<file path="config.mk">
export PLATFORM = sky130hd
export DESIGN_NAME = pmt_timer
export DESIGN_NICKNAME = d
export VERILOG_FILES = /design/src/pmt_pkg.sv /design/src/pmt_timer.sv
export SDC_FILE = /design/constraint.sdc
export NUM_CORES = 1
export LEC_CHECK = 0
export BUFFER_PORTS_ARGS = -buffer_cell sky130_fd_sc_hd__buf_2
export CAP_MARGIN = 40
export CORE_MARGIN = 2
export CORE_UTILIZATION = 45
export CTS_CLUSTER_SIZE = 20
export DETAILED_ROUTE_END_ITERATION = 7
export GPL_TIMING_DRIVEN = 0
export PLACE_DENSITY_LB_ADDON = 0.05
export REMOVE_ABC_BUFFERS = 1
export SLEW_MARGIN = 25
export SYNTH_ARGS = -nofsm -noshare
export SYNTH_HDL_FRONTEND = slang
export SYNTH_SLANG_ARGS = --single-unit
</file>
<file path="constraint.sdc">
create_clock -name aclk -period 2.2 [get_ports aclk]
set_input_delay 0.11 -clock aclk [delete_from_list [all_inputs] [get_ports aclk]]
set_output_delay 0.11 -clock aclk [all_outputs]
set_load 0.1 [all_outputs]
</file>
<file path="src/pmt_pkg.sv">
package pmt_pkg;

	localparam int ADDR_W = 8;
	localparam int DATA_W = 32;

	// Byte addresses of the register words.
	localparam logic [ADDR_W-1:0] OFS_CONTROL = 8'h00;
	localparam logic [ADDR_W-1:0] OFS_COUNT = 8'h04;
	localparam logic [ADDR_W-1:0] OFS_PERIOD = 8'h08;
	localparam logic [ADDR_W-1:0] OFS_FLAGS = 8'h0c;
	localparam logic [ADDR_W-1:0] OFS_MASK = 8'h10;

	// Field positions in the control register.
	localparam int POS_PRESCALE = 0;
	localparam int POS_ON = 2;
	localparam int POS_POSTSCALE = 3;
	localparam int CTRL_W = 7;

	// Position of the match flag in the flag and mask registers.
	localparam int POS_MATCH_FLAG = 1;

	// Values after reset.
	localparam logic [CTRL_W-1:0] RST_CONTROL = 7'h00;
	localparam logic [7:0] RST_COUNT = 8'h00;
	localparam logic [7:0] RST_PERIOD = 8'hff;
	localparam logic [3:0] RST_SCALER = 4'h0;
	localparam logic [1:0] RST_PHASE = 2'h0;

	// Last oscillator phase of an instruction cycle, and prescaler terminal counts.
	localparam logic [1:0] INSTR_LAST = 2'h3;
	localparam logic [3:0] PRE_LAST_DIV1 = 4'h0;
	localparam logic [3:0] PRE_LAST_DIV4 = 4'h3;
	localparam logic [3:0] PRE_LAST_DIV16 = 4'hf;

	localparam logic [1:0] RESP_OKAY = 2'h0;
	localparam logic [1:0] RESP_SLVERR = 2'h2;

	typedef enum logic [5:0]
	{
		REG_NONE = 6'b000001,
		REG_CONTROL = 6'b000010,
		REG_COUNT = 6'b000100,
		REG_PERIOD = 6'b001000,
		REG_FLAGS = 6'b010000,
		REG_MASK = 6'b100000
	} pmt_reg_e;

	typedef struct packed
	{
		logic [1:0] phase;
		logic [3:0] pre;
		logic [3:0] post;
		logic [CTRL_W-1:0] ctrl;
		logic [7:0] count;
		logic [7:0] period;
		logic flag;
		logic mask;
		logic match;
		logic aw_held;
		logic [ADDR_W-1:0] awaddr;
		logic w_held;
		logic [7:0] wdata;
		logic wstrb0;
		logic bvalid;
		logic [1:0] bresp;
		logic rvalid;
		logic [7:0] rdata;
		logic [1:0] rresp;
	} pmt_state_s;

endpackage

</file>
<file path="src/pmt_timer.sv">
// The register offsets and register access over AXI4-Lite were decided locally.
`timescale 1ns/1ns
// Notes on behaviour
// - Prescaler runs on instruction clock, oscillator/4.
// - Prescale select: 00 /1, 01 /4, 1x /16.
// - Postscale ratio is field value plus one.
// - Postscaler counts matches, sets match flag.
// - Count wraps to zero after matching period.
// - Period register is readable and writable.
// - Period register resets to FFh.
// - Count is read/write, reset clears it.
// - Count, control writes and reset clear scalers.
// - Control write leaves count unchanged.
// - On bit runs timer; cleared stops it.
// - Control bit 7 always reads zero.
// - Match exported as PWM and serial time base.
// - Serial clock source taken before postscaler.
module pmt_timer
(
	input wire logic aclk,
	input wire logic aresetn,
	input wire logic [pmt_pkg::ADDR_W-1:0] s_axi_awaddr,
	input wire logic s_axi_awvalid,
	output logic s_axi_awready,
	input wire logic [pmt_pkg::DATA_W-1:0] s_axi_wdata,
	input wire logic [3:0] s_axi_wstrb,
	input wire logic s_axi_wvalid,
	output logic s_axi_wready,
	output logic [1:0] s_axi_bresp,
	output logic s_axi_bvalid,
	input wire logic s_axi_bready,
	input wire logic [pmt_pkg::ADDR_W-1:0] s_axi_araddr,
	input wire logic s_axi_arvalid,
	output logic s_axi_arready,
	output logic [pmt_pkg::DATA_W-1:0] s_axi_rdata,
	output logic [1:0] s_axi_rresp,
	output logic s_axi_rvalid,
	input wire logic s_axi_rready,
	output logic pwm_time_base,
	output logic shift_clk_src,
	output logic irq
);

	pmt_pkg::pmt_state_s st_r;
	pmt_pkg::pmt_state_s st_nxt;

	function automatic pmt_pkg::pmt_reg_e decode
	(
		input logic [pmt_pkg::ADDR_W-1:0] addr
	);
		pmt_pkg::pmt_reg_e sel;
		sel = pmt_pkg::REG_NONE;
		if (addr == pmt_pkg::OFS_CONTROL)
		begin
			sel = pmt_pkg::REG_CONTROL;
		end
		else if (addr == pmt_pkg::OFS_COUNT)
		begin
			sel = pmt_pkg::REG_COUNT;
		end
		else if (addr == pmt_pkg::OFS_PERIOD)
		begin
			sel = pmt_pkg::REG_PERIOD;
		end
		else if (addr == pmt_pkg::OFS_FLAGS)
		begin
			sel = pmt_pkg::REG_FLAGS;
		end
		else if (addr == pmt_pkg::OFS_MASK)
		begin
			sel = pmt_pkg::REG_MASK;
		end
		return sel;
	endfunction

	function automatic logic [3:0] pre_last(input logic [1:0] code);
		logic [3:0] last;
		last = pmt_pkg::PRE_LAST_DIV16;
		if (code == 2'h0)
		begin
			last = pmt_pkg::PRE_LAST_DIV1;
		end
		else if (code == 2'h1)
		begin
			last = pmt_pkg::PRE_LAST_DIV4;
		end
		return last;
	endfunction

	logic instr_tick;
	logic timer_on;
	logic pre_done;
	logic [1:0] pre_sel;
	logic [3:0] post_sel;
	logic do_write;
	logic do_read;
	pmt_pkg::pmt_reg_e wsel;
	pmt_pkg::pmt_reg_e rsel;
	logic [7:0] rval;
	logic flag_set;
	logic flag_clr;

	assign pre_sel = st_r.ctrl[pmt_pkg::POS_PRESCALE +: 2];
	assign post_sel = st_r.ctrl[pmt_pkg::POS_POSTSCALE +: 4];
	assign timer_on = st_r.ctrl[pmt_pkg::POS_ON];
	// The timer sees one instruction cycle per four oscillator cycles.
	assign instr_tick = (st_r.phase == pmt_pkg::INSTR_LAST);
	assign pre_done = instr_tick && timer_on
		&& (st_r.pre == pre_last(pre_sel));

	assign do_write = st_r.aw_held && st_r.w_held && !st_r.bvalid;
	assign wsel = decode(st_r.awaddr);
	assign do_read = s_axi_arvalid && s_axi_arready;
	assign rsel = decode(s_axi_araddr);

	always_comb
	begin
		rval = 8'h00;
		if (rsel == pmt_pkg::REG_CONTROL)
		begin
			rval = {1'b0, st_r.ctrl};
		end
		else if (rsel == pmt_pkg::REG_COUNT)
		begin
			rval = st_r.count;
		end
		else if (rsel == pmt_pkg::REG_PERIOD)
		begin
			rval = st_r.period;
		end
		else if (rsel == pmt_pkg::REG_FLAGS)
		begin
			rval[pmt_pkg::POS_MATCH_FLAG] = st_r.flag;
		end
		else if (rsel == pmt_pkg::REG_MASK)
		begin
			rval[pmt_pkg::POS_MATCH_FLAG] = st_r.mask;
		end
	end

	always_comb
	begin
		st_nxt = st_r;
		st_nxt.match = 1'b0;
		flag_set = 1'b0;
		st_nxt.phase = st_r.phase + 2'h1;

		// Prescaler, counter and postscaler.
		if (instr_tick && timer_on)
		begin
			if (pre_done)
			begin
				st_nxt.pre = pmt_pkg::RST_SCALER;
			end
			else
			begin
				st_nxt.pre = st_r.pre + 4'h1;
			end
		end
		if (pre_done)
		begin
			if (st_r.count == st_r.period)
			begin
				st_nxt.count = 8'h00;
				st_nxt.match = 1'b1;
				if (st_r.post == post_sel)
				begin
					st_nxt.post = pmt_pkg::RST_SCALER;
					flag_set = 1'b1;
				end
				else
				begin
					st_nxt.post = st_r.post + 4'h1;
				end
			end
			else
			begin
				st_nxt.count = st_r.count + 8'h01;
			end
		end

		// Write address and data are taken independently.
		if (s_axi_awvalid && s_axi_awready)
		begin
			st_nxt.aw_held = 1'b1;
			st_nxt.awaddr = s_axi_awaddr;
		end
		if (s_axi_wvalid && s_axi_wready)
		begin
			st_nxt.w_held = 1'b1;
			st_nxt.wdata = s_axi_wdata[7:0];
			st_nxt.wstrb0 = s_axi_wstrb[0];
		end
		if (do_write)
		begin
			st_nxt.aw_held = 1'b0;
			st_nxt.w_held = 1'b0;
			st_nxt.bvalid = 1'b1;
			st_nxt.bresp = pmt_pkg::RESP_OKAY;
			if (wsel == pmt_pkg::REG_NONE)
			begin
				st_nxt.bresp = pmt_pkg::RESP_SLVERR;
			end
			else if (st_r.wstrb0)
			begin
				if (wsel == pmt_pkg::REG_CONTROL)
				begin
					// Count keeps its value here.
					st_nxt.ctrl = st_r.wdata[pmt_pkg::CTRL_W-1:0];
					st_nxt.pre = pmt_pkg::RST_SCALER;
					st_nxt.post = pmt_pkg::RST_SCALER;
				end
				else if (wsel == pmt_pkg::REG_COUNT)
				begin
					// A software write beats a same-cycle increment.
					st_nxt.count = st_r.wdata;
					st_nxt.pre = pmt_pkg::RST_SCALER;
					st_nxt.post = pmt_pkg::RST_SCALER;
				end
				else if (wsel == pmt_pkg::REG_PERIOD)
				begin
					st_nxt.period = st_r.wdata;
				end
				else if (wsel == pmt_pkg::REG_MASK)
				begin
					st_nxt.mask = st_r.wdata[pmt_pkg::POS_MATCH_FLAG];
				end
			end
		end
		if (st_r.bvalid && s_axi_bready)
		begin
			st_nxt.bvalid = 1'b0;
		end

		// Reads return the value seen at the address handshake.
		if (do_read)
		begin
			st_nxt.rvalid = 1'b1;
			st_nxt.rdata = rval;
			st_nxt.rresp = (rsel == pmt_pkg::REG_NONE)
				? pmt_pkg::RESP_SLVERR : pmt_pkg::RESP_OKAY;
		end
		else if (st_r.rvalid && s_axi_rready)
		begin
			st_nxt.rvalid = 1'b0;
		end

		// Reading the flag register clears it, but a same-cycle flag set from the postscaler wins.
		flag_clr = do_read && (rsel == pmt_pkg::REG_FLAGS);
		if (flag_set)
		begin
			st_nxt.flag = 1'b1;
		end
		else if (flag_clr)
		begin
			st_nxt.flag = 1'b0;
		end

		if (!aresetn)
		begin
			st_nxt = '0;
			st_nxt.phase = pmt_pkg::RST_PHASE;
			st_nxt.pre = pmt_pkg::RST_SCALER;
			st_nxt.post = pmt_pkg::RST_SCALER;
			st_nxt.ctrl = pmt_pkg::RST_CONTROL;
			st_nxt.count = pmt_pkg::RST_COUNT;
			st_nxt.period = pmt_pkg::RST_PERIOD;
		end
	end

	always_ff @(posedge aclk)
	begin
		st_r <= st_nxt;
	end

	assign s_axi_awready = !st_r.aw_held && !st_r.bvalid;
	assign s_axi_wready = !st_r.w_held && !st_r.bvalid;
	assign s_axi_bvalid = st_r.bvalid;
	assign s_axi_bresp = st_r.bresp;
	assign s_axi_arready = !st_r.rvalid;
	assign s_axi_rvalid = st_r.rvalid;
	assign s_axi_rresp = st_r.rresp;
	assign s_axi_rdata = {24'h000000, st_r.rdata};
	assign pwm_time_base = st_r.match;
	assign shift_clk_src = st_r.match;
	assign irq = st_r.flag && st_r.mask;

endmodule

</file>
Yosys cells after proc, flatten, opt, wreduce, memory -nomap -nowiden
Index checks and enable logic that the tools add are counted.
Widths: inputs -> output; s select.
- equality and inequality tests: 24
- bitwise logic cells: 5
- $add $sub $neg: 4
- reductions and logical operators: 28
- mux-type cells: 46
- operators by type and width (operator ; count):
    $mux 31 ; 3
    $mux 8 ; 9
    $mux 6 ; 11
    $eq 8x4->1 const B ; 4
    $mux 4 ; 7
    $eq 8x3->1 const B ; 2
    $eq 8x5->1 const B ; 2
    $logic_not 8->1 ; 2
    $mux 16 ; 1
    $logic_and 1x1->1 ; 13
    $eq 6x1->1 const B ; 2
    $eq 6x2->1 const B ; 2
    $eq 6x3->1 const B ; 2
    $eq 6x4->1 const B ; 2
    $eq 6x6->1 const B ; 2
    $mux 1 ; 12
    $add 4x1->4 const B ; 2
    $add 8x1->8 const B ; 1
    $eq 4x4->1 ; 2
    $eq 8x8->1 ; 1
    $mux 7 ; 1
    $reduce_and 7->1 ; 1
    $eq 6x5->1 const B ; 1
    $reduce_and 6->1 ; 1
    other kinds (11) ; 21
- output and inout port bits: 44
- bits in registers: 69
- word-level logic and storage cells: 126
- input bits: 59

Depth between registers and ports, before layout
Gate-level depths: netlist of the first run.
- depth after elaboration: 13
- depth in mapped cells: 7
- depth with buffers taken out: 5

Least setup slack after synthesis of the first run
OpenSTA, ideal clock, no wires.
- path type: reg2reg
- start: register st_r, in the netlist s_axi_bvalid
- end: register st_r[15] (netlist name)
- slack: -719 ps
- path buffers: 0
- cell stages (with the launch flop): 5
- data required time: 2068 ps
- arrival time: 2787 ps
- clock period less this slack: 2919 ps
- setup time: 132 ps
- cells stage by stage: dfxtp_1 > nor2_1 > nand2_1 > nand2_1 > a21oi_1
- cells in the longest elaborated chain, start to end: 3
- ends and longest elaborated chain (what ; line ; RTL):
    start: declaration ; pmt_timer.sv:44 ; pmt_pkg::pmt_state_s st_r;
    start signal: assignment ; pmt_timer.sv:273 ; st_r <= st_nxt;
    $logic_not 1->1 ; pmt_timer.sv:277 ; assign s_axi_wready = !st_r.w_held && !st_r.bvalid;
    $logic_and 1x1->1 ; pmt_timer.sv:277 ;
    via s_axi_wready ; pmt_timer.sv:28 ; output logic s_axi_wready,
    $logic_and 1x1->1 ; pmt_timer.sv:188 ; if (s_axi_wvalid && s_axi_wready)
The timed path passes the listed nets, and every way through them passes these cells.
A chain may end at the register's enable or synchronous reset.

Worst setup path after layout of the first run
- start: register st_r, in the netlist pre_sel[1]
- end: register st_r[61] (netlist name)
- cells in the longest elaborated chain, start to end: 11
- elaborated cells between the ends (all ways): 12
- those cells by class: eq/ne (2); mux (8); reduce/logical (2)
- ends and longest elaborated chain (what ; line ; RTL):
    $eq 2x1->1 ; pmt_timer.sv:83 ; else if (code == 2'h1)
    $mux 4 ; pmt_timer.sv:83 ;
    $mux 4 * ; pmt_timer.sv:79 ; if (code == 2'h0)
    $eq 4x4->1 * ; pmt_timer.sv:109 ; && (st_r.pre == pre_last(pre_sel));
    $logic_and 1x1->1 * ; pmt_timer.sv:109 ;
    $mux 4 * ; pmt_timer.sv:160 ; if (pre_done)
    $mux 8 ; pmt_timer.sv:213 ; else if (wsel == pmt_pkg::REG_COUNT)
    $mux 8 ; pmt_timer.sv:206 ; if (wsel == pmt_pkg::REG_CONTROL)
    $mux 31 ; pmt_timer.sv:204 ; else if (st_r.wstrb0)
    $mux 31 ; pmt_timer.sv:200 ; if (wsel == pmt_pkg::REG_NONE)
    $mux 31 * ; pmt_timer.sv:194 ; if (do_write)
Every way passes the cells marked *; elsewhere a longest branch is shown, timed or not.

==> run summary, run 1 <==
Largest family of logic cells by synthesized area -> simple AND/OR/NAND/NOR gates
Final hold violations -> 0
Post-Layout Inst Area -> 3930 um2
Fin cells -> 565
#FFs+latches synth -> 67
# DRC -> 0
Setup TNS -> 0 ps
Leakage -> 1.55 nW
Wire length per cell -> 13.5 um
CP max FO -> 10
Primary FF master, synth -> dfxtp_1
Period utilization -> 94.3%
Final min period -> 2070 ps
Asr flop ratio synth -> 0%
Synth Area in Compound Gates -> 15.0%
Worst slew pin tran -> 726 ps
Skew final -> 7.86 ps
Status -> complete, no violations
Seq/Total Area, Yosys -> 39.5%
Overflow left after global routing -> 0
I/O pin count -> 103
Die X -> 90.8 um
Die area -> 8250 um2
Clk slew on worst S/H paths -> 70 ps
Routed via count -> 2812
Kind of critical path -> flip-flop to flip-flop
Vias in the first global route -> 2541
CP startpoint kind -> flip-flop
1st-pass router iterations -> 4
Max_slew headroom -> 51.6%
Antenna fix cells -> 0
Bufs on Longest Clock Path -> 2
Max incr delay on CP -> 520 ps
Syn avg cell area -> 8.35 um2
Synth area leader -> dfxtp_1
Initial antenna violation count -> 0
Register area -> 1340 um2
DP HPWL -> 5.33 mm
Mux share of post-synthesis cell area -> 4.76%
Area grow syn2layout -> 15.9%
Die H -> 90.8 um
Slew Limit Fails -> 0
Placer Congestion -> 0.791
CP Cell Sequence -> or3_1, a21oi_4, o2111ai_4, or4b_1, a21oi_1
Top cells by area, synth -> dfxtp_1 40%, nand2_1 8.9%, buf_4 8.4%
Slowest CP cell -> or4b_1
Cell Area, Placed -> 3520 um2
First-pass GRT wire length -> 12.6 mm
Clock Latency Late Sink -> 350 ps
Num CTS Buffers -> 9
Synth Area in Adders -> 1.48%
Post-DRT Antenna Nets -> 0
Cell Pwr Density -> 715 nW/um2
Layout cells sized above 1 -> 17.6%
Clock sinks -> 67
XOR/XNOR share of the synthesized area -> 4.91%
Core area -> 7290 um2
Simple-gate share of the synthesized area -> 24.1%
Achievable frequency -> 482 MHz
Starting DRT DRC Count -> 91
CTS H-tree depth -> 3
Multi-input logic area -> 1800 um2
Drt via density -> 4.98
Min-Delay Path Class -> input port to flip-flop
Critical path data required time -> 2480 ps
Nature of the critical path endpoint -> flip-flop
Final setup fails -> 0
Routed Wire Length -> 7.64 mm
DP Cell Count -> 529
Nets -> 525
Ys Warns -> 0
Initial Util -> 46.5%
Root buffer cell -> clkbuf_8
EDFF count, synth -> 0
Overall routing resource usage -> 19.2%
Rows -> 31
Synth top area share -> 39.5%
Worst VDD drop -> 0.000469 V
Number of max-cap violations -> 0
CP arrival -> 2350 ps
Mapped Cells -> 406
Distinct cells, synth -> 53
Mapped cell area -> 3390 um2
CTS tree -> built
RSZ-0062 raised after global routing -> false
Largest net degree at the start of global routing -> 41
IO buf count -> 49
Fillers -> 717
synthesized netlist by cell type, types with 3 or more instances:
| library cell | count |
|---|---|
| o2bb2ai_1 | 6 |
| xnor2_1 | 10 |
| a2111oi_1 | 3 |
| clkbuf_1 | 9 |
| o21ai_0 | 14 |
| buf_4 | 38 |
| inv_1 | 3 |
| dfxtp_1 | 67 |
| a31oi_1 | 3 |
| and2_1 | 6 |
| mux2i_1 | 15 |
| a21oi_1 | 42 |
| nand2_1 | 80 |
| nand3_1 | 22 |
| ha_1 | 4 |
| nor2_1 | 23 |
| nand3b_1 | 5 |
| xor2_1 | 9 |
state kept, by name, indices dropped and copies added (netlist names):
name           flops
post_sel           4
pre_sel            2
pwm_time_base      1
s_axi_bresp        1
s_axi_bvalid       1
s_axi_rdata        8
s_axi_rresp        1
s_axi_rvalid       1
st_r              48
critical path: cells and delay by family (launching register included):
kind | cells | cell delay, ps
flip-flops | 1 | 370
AO/OA/AOI/OAI | 3 | 660
AND/OR/NAND/NOR | 2 | 960
stage by stage:
stage               utilization (%)  worst slack [ps]  total power [mW]  hold slack [ps]
CTS                            53.9               110              2.85             2.46
floorplan                         -              -748              1.68              172
global placement               48.3              -168              1.77              304
detailed placement             48.3              -231              1.77              303
global route                   53.9              2.73              2.93             30.4
finish                         53.9               125              2.81             23.4
logic make-up (layout without fill, tap and decap cells):
logic type,Yosys count,after routing
AND/OR/NAND/NOR,165,165
XOR/XNOR,19,19
AO/OA/AOI/OAI,81,81
flip-flops,67,67
adder cells (fa/ha/maj),4,4
buffers and inverters,53,88
other,1,26
multiplexers,16,16
power by group:
group | leakage (nW) | switching (mW) | internal (mW)
registers | 0.544 | 0.0337 | 1.25
logic | 0.909 | 0.393 | 0.0930
clock network | 0.0974 | 0.468 | 0.576
layer usage:
| metal | part of all wire (%) | global-route usage (%) | routed length (um) | vias up |
|---|---|---|---|---|
| met1 | 48 | 25.1 | 3700 | 1271 |
| met5 | 0 | 0 | 0 | - |
| met3 | 4.5 | 4.76 | 345 | 9 |
| met2 | 46 | 31.4 | 3500 | 73 |
| li1 | - | - | - | 1459 |
| met4 | 1.2 | 6.06 | 90 | 0 |
what timing repair did:
item,4_1_cts,5_1_grt
endpoints found under the hold margin,18,0
endpoints found under the setup margin,16,3
hold buffers,18,0
setup buffers,3,0
pin swaps,2,0
gates resized for setup,0,1
final cells by class:
class | instances | share of cell area, %
Sequential cell | 67 | 34.1
Multi-Input combinational cell | 311 | 45.9
Timing Repair Buffer | 70 | 11.4
Tap cell | 99 | 3.15
Inverter | 3 | 0.287
Clock inverter | 4 | 1.27
Clock buffer | 11 | 3.85
path summary, 6_finish.rpt:
| check | startpoint | to | slack (ps) | cells after the start |
|---|---|---|---|---|
| max | pre_sel[1]$_SDFFE_PN0P_ | st_r[61]$_SDFF_PN0_ | 130 | 5 |
| min | s_axi_bready | s_axi_bvalid$_SDFFE_PP0P_ | 20 | 3 |
| max reg2reg | pre_sel[1]$_SDFFE_PN0P_ | st_r[61]$_SDFF_PN0_ | 130 | 5 |
| min reg2reg | st_r[67]$_SDFF_PN0_ | st_r[67]$_SDFF_PN0_ | 420 | 1 |
placed cells by master (no fill, tap or decap), types with 2 or more instances in the layout:
| cell | synthesis | layout |
|---|---|---|
| nand2_1 | 80 | 80 |
| dfxtp_1 | 67 | 67 |
| buf_2 | 1 | 49 |
| a21oi_1 | 42 | 42 |
| conb_1 | 1 | 26 |
| nor2_1 | 23 | 22 |
| nand3_1 | 22 | 22 |
| dlygate4sd3_1 | 0 | 18 |
| mux2i_1 | 15 | 15 |
| o21ai_0 | 14 | 14 |
| clkbuf_8 | 0 | 11 |
| xnor2_1 | 10 | 10 |
| xor2_1 | 9 | 9 |
| and2_1 | 6 | 6 |
| o2bb2ai_1 | 6 | 6 |
| nand3b_1 | 5 | 5 |
| ha_1 | 4 | 4 |
| a31oi_1 | 3 | 3 |
| a2111oi_1 | 3 | 3 |
| buf_4 | 38 | 3 |
| inv_1 | 3 | 2 |
| nand2b_1 | 2 | 2 |
| nand4b_1 | 2 | 2 |
| a211oi_1 | 2 | 2 |
| or4_1 | 2 | 2 |
| nor2b_1 | 2 | 2 |
| a22oi_1 | 2 | 2 |
| or3_1 | 2 | 2 |
| nor2_2 | 1 | 2 |
| nor4_1 | 2 | 2 |
| and4_1 | 2 | 2 |
| nor4_2 | 2 | 2 |
| nand4_1 | 2 | 2 |
| clkinvlp_4 | 0 | 2 |
Power figures use the tool's default switching activity.
==> inputs of run 2 (changes only) <==
- CTS_BUF_LIST: unset -> sky130_fd_sc_hd__clkbuf_16
==> run summary, run 2 (synthesized netlist as in run 1, its figures left out) <==
Commonest non-fill, non-tap cell in the layout -> nand2_1
Num CTS Buffers -> 9 (unchanged)
Wire length per cell -> 13.7 um (+1.5%)
RSZ-0062 raised after global routing -> false
Largest net degree at the start of global routing -> 41 (unchanged)
Antenna fix cells -> 0 (unchanged)
Max FFs per register -> 48 (unchanged)
Nature of the critical path endpoint -> flip-flop
Worst VDD drop -> 0.000558 V (+19%)
Crit path from -> pre_sel[1]$_SDFFE_PN0P_
Overall routing resource usage -> 18.9% (-0.35 points)
DP Cell Count -> 529 (unchanged)
Post-DRT Antenna Nets -> 0 (unchanged)
Final setup fails -> 0 (unchanged)
Leakage -> 1.52 nW (-2.3%)
CTS tree -> built
CTS H-tree depth -> 3 (unchanged)
Fin cells -> 548 (-3.0%)
Root buffer cell -> clkbuf_16
I/O pin count -> 103 (unchanged)
Max incr delay on CP -> 520 ps (about the same)
Clk slew on worst S/H paths -> 60 ps (about the same)
Number of max-cap violations -> 0 (unchanged)
Bufs on Longest Clock Path -> 2 (unchanged)
Final min period -> 2070 ps (-2.85 ps)
CP startpoint kind -> flip-flop
Achievable frequency -> 483 MHz (+0.14%)
Clock sinks -> 67 (unchanged)
Period utilization -> 94.2% (-0.13 points)
Routed Wire Length -> 7.52 mm (-1.6%)
Critical path data required time -> 2450 ps (-30 ps)
CP Cell Sequence -> or3_1, a21oi_4, o2111ai_4, or4b_1, a21oi_1
Setup ws final -> 128 ps (+2.85 ps)
Slew Limit Fails -> 0 (unchanged)
Die area -> 8250 um2 (unchanged)
Hold slack final -> 15.0 ps (-8.38 ps)
Tot Pwr -> 3.12 mW (+11%)
Commonest non-fill, non-tap cells in the layout -> 80 x nand2_1, 67 x dfxtp_1, 49 x buf_2
Final hold violations -> 0 (unchanged)
Vias in the first global route -> 2469 (-2.8%)
Starting DRT DRC Count -> 61 (-33%)
Drt via density -> 5.04 (+1.3%)
Layout cells sized above 1 -> 17.8% (+0.22 points)
Initial Util -> 46.5% (unchanged)
Status -> complete, no violations
Skew final -> 4.08 ps (-3.78 ps)
Die H -> 90.8 um (unchanged)
HP Start -> s_axi_wstrb[0]
1st-pass router iterations -> 4 (unchanged)
Routed via count -> 2763 (-1.7%)
DP HPWL -> 5.33 mm (unchanged)
Area grow syn2layout -> 13.2%
Placer Congestion -> 0.791 (unchanged)
R2r setup slk -> 130 ps (about the same)
IO buf count -> 49 (unchanged)
Die X -> 90.8 um (unchanged)
Cell Pwr Density -> 813 nW/um2 (+14%)
Overflow left after global routing -> 0 (unchanged)
# DRC -> 0 (unchanged)
Clock Latency Late Sink -> 330 ps (-20 ps)
Max_slew headroom -> 51.3% (-0.23 points)
Initial antenna violation count -> 0 (unchanged)
Kind of critical path -> flip-flop to flip-flop
Core area -> 7290 um2 (unchanged)
Min-Delay Path Class -> input port to flip-flop
Worst slew pin tran -> 729 ps (+3.46 ps)
CP max FO -> 10 (unchanged)
Worst slack, placed -> -231 ps (unchanged)
Rows -> 31 (unchanged)
Top reg by flops -> st_r
Slowest CP cell -> or4b_1
Nets -> 508 (-3.2%)
First-pass GRT wire length -> 12.4 mm (-1.8%)
CP arrival -> 2320 ps (-30 ps)
FF-to-FF Start -> pre_sel[1]$_SDFFE_PN0P_
[run 2: cell types whose count changed in the layout (fill, tap and decap cells not counted)]
cell / delta
clkbuf_8: -11
clkbuf_16: +9
dlygate4sd3_1: -17
clkinv_1: +2
[run 2: repair_timing]
item	CTS	global route
hold buffers	1	0
pin swaps	2	0
endpoints found under the setup margin	14	3
endpoints found under the hold margin	1	0
buffers inserted	3	0
gates resized for setup	0	1
[run 2: cell type report]
| class | count | area, um2 |
|---|---|---|
| clock inverter | 6 | 57.6 |
| fill | 717 | 3450 |
| multi-input combinational | 311 | 1800 |
| clock buffer | 9 | 225 |
| timing repair buffer | 53 | 278 |
| sequential | 67 | 1340 |
| tap | 99 | 124 |
| inverter | 3 | 11.3 |
[run 2: path summary, 6_finish.rpt]
| path | to | cells past startpoint |
|---|---|---|
| hold / removal | st_r[14]$_SDFFE_PN0P_ | 3 |
| hold reg to reg | st_r[67]$_SDFF_PN0_ | 1 |
| setup / recovery | st_r[61]$_SDFF_PN0_ | 5 |
| setup reg to reg | st_r[61]$_SDFF_PN0_ | 5 |
[run 2: worst max-delay path: cells and delay by family (launching register included)]
family | cells | cell delay (ps)
DFF | 1 | 370
and+or+nand+nor | 2 | 960
AOI/OAI and AO/OA | 3 | 660
[run 2: per-layer routing]
layer  vias to the layer above  global-route usage, %  wire length, um
li1                       1432                      -                -
met1                      1243                   25.1             3690
met2                        78                   30.2             3340
met3                        10                   4.67              388
met4                         0                   6.06              103
met5                         -                      0                0
[run 2: where the power goes]
group          leakage (nW)  switching, mW  internal [mW]
registers             0.544         0.0336           1.25
clock network         0.132          0.518          0.860
logic                 0.838          0.389         0.0734
total                  1.52          0.940           2.18
[run 2: per-stage QoR]
step | TNS, ps | util (%) | cell area (um2)
4_1_cts | 0 | 52.6 | 3840
5_1_grt | 0 | 52.7 | 3840
2_1_floorplan | -15380 | - | 3150
3_3_place_gp | -1620 | 48.3 | 3520
6_report | 0 | 52.7 | 3840
3_5_place_dp | -2100 | 48.3 | 3520
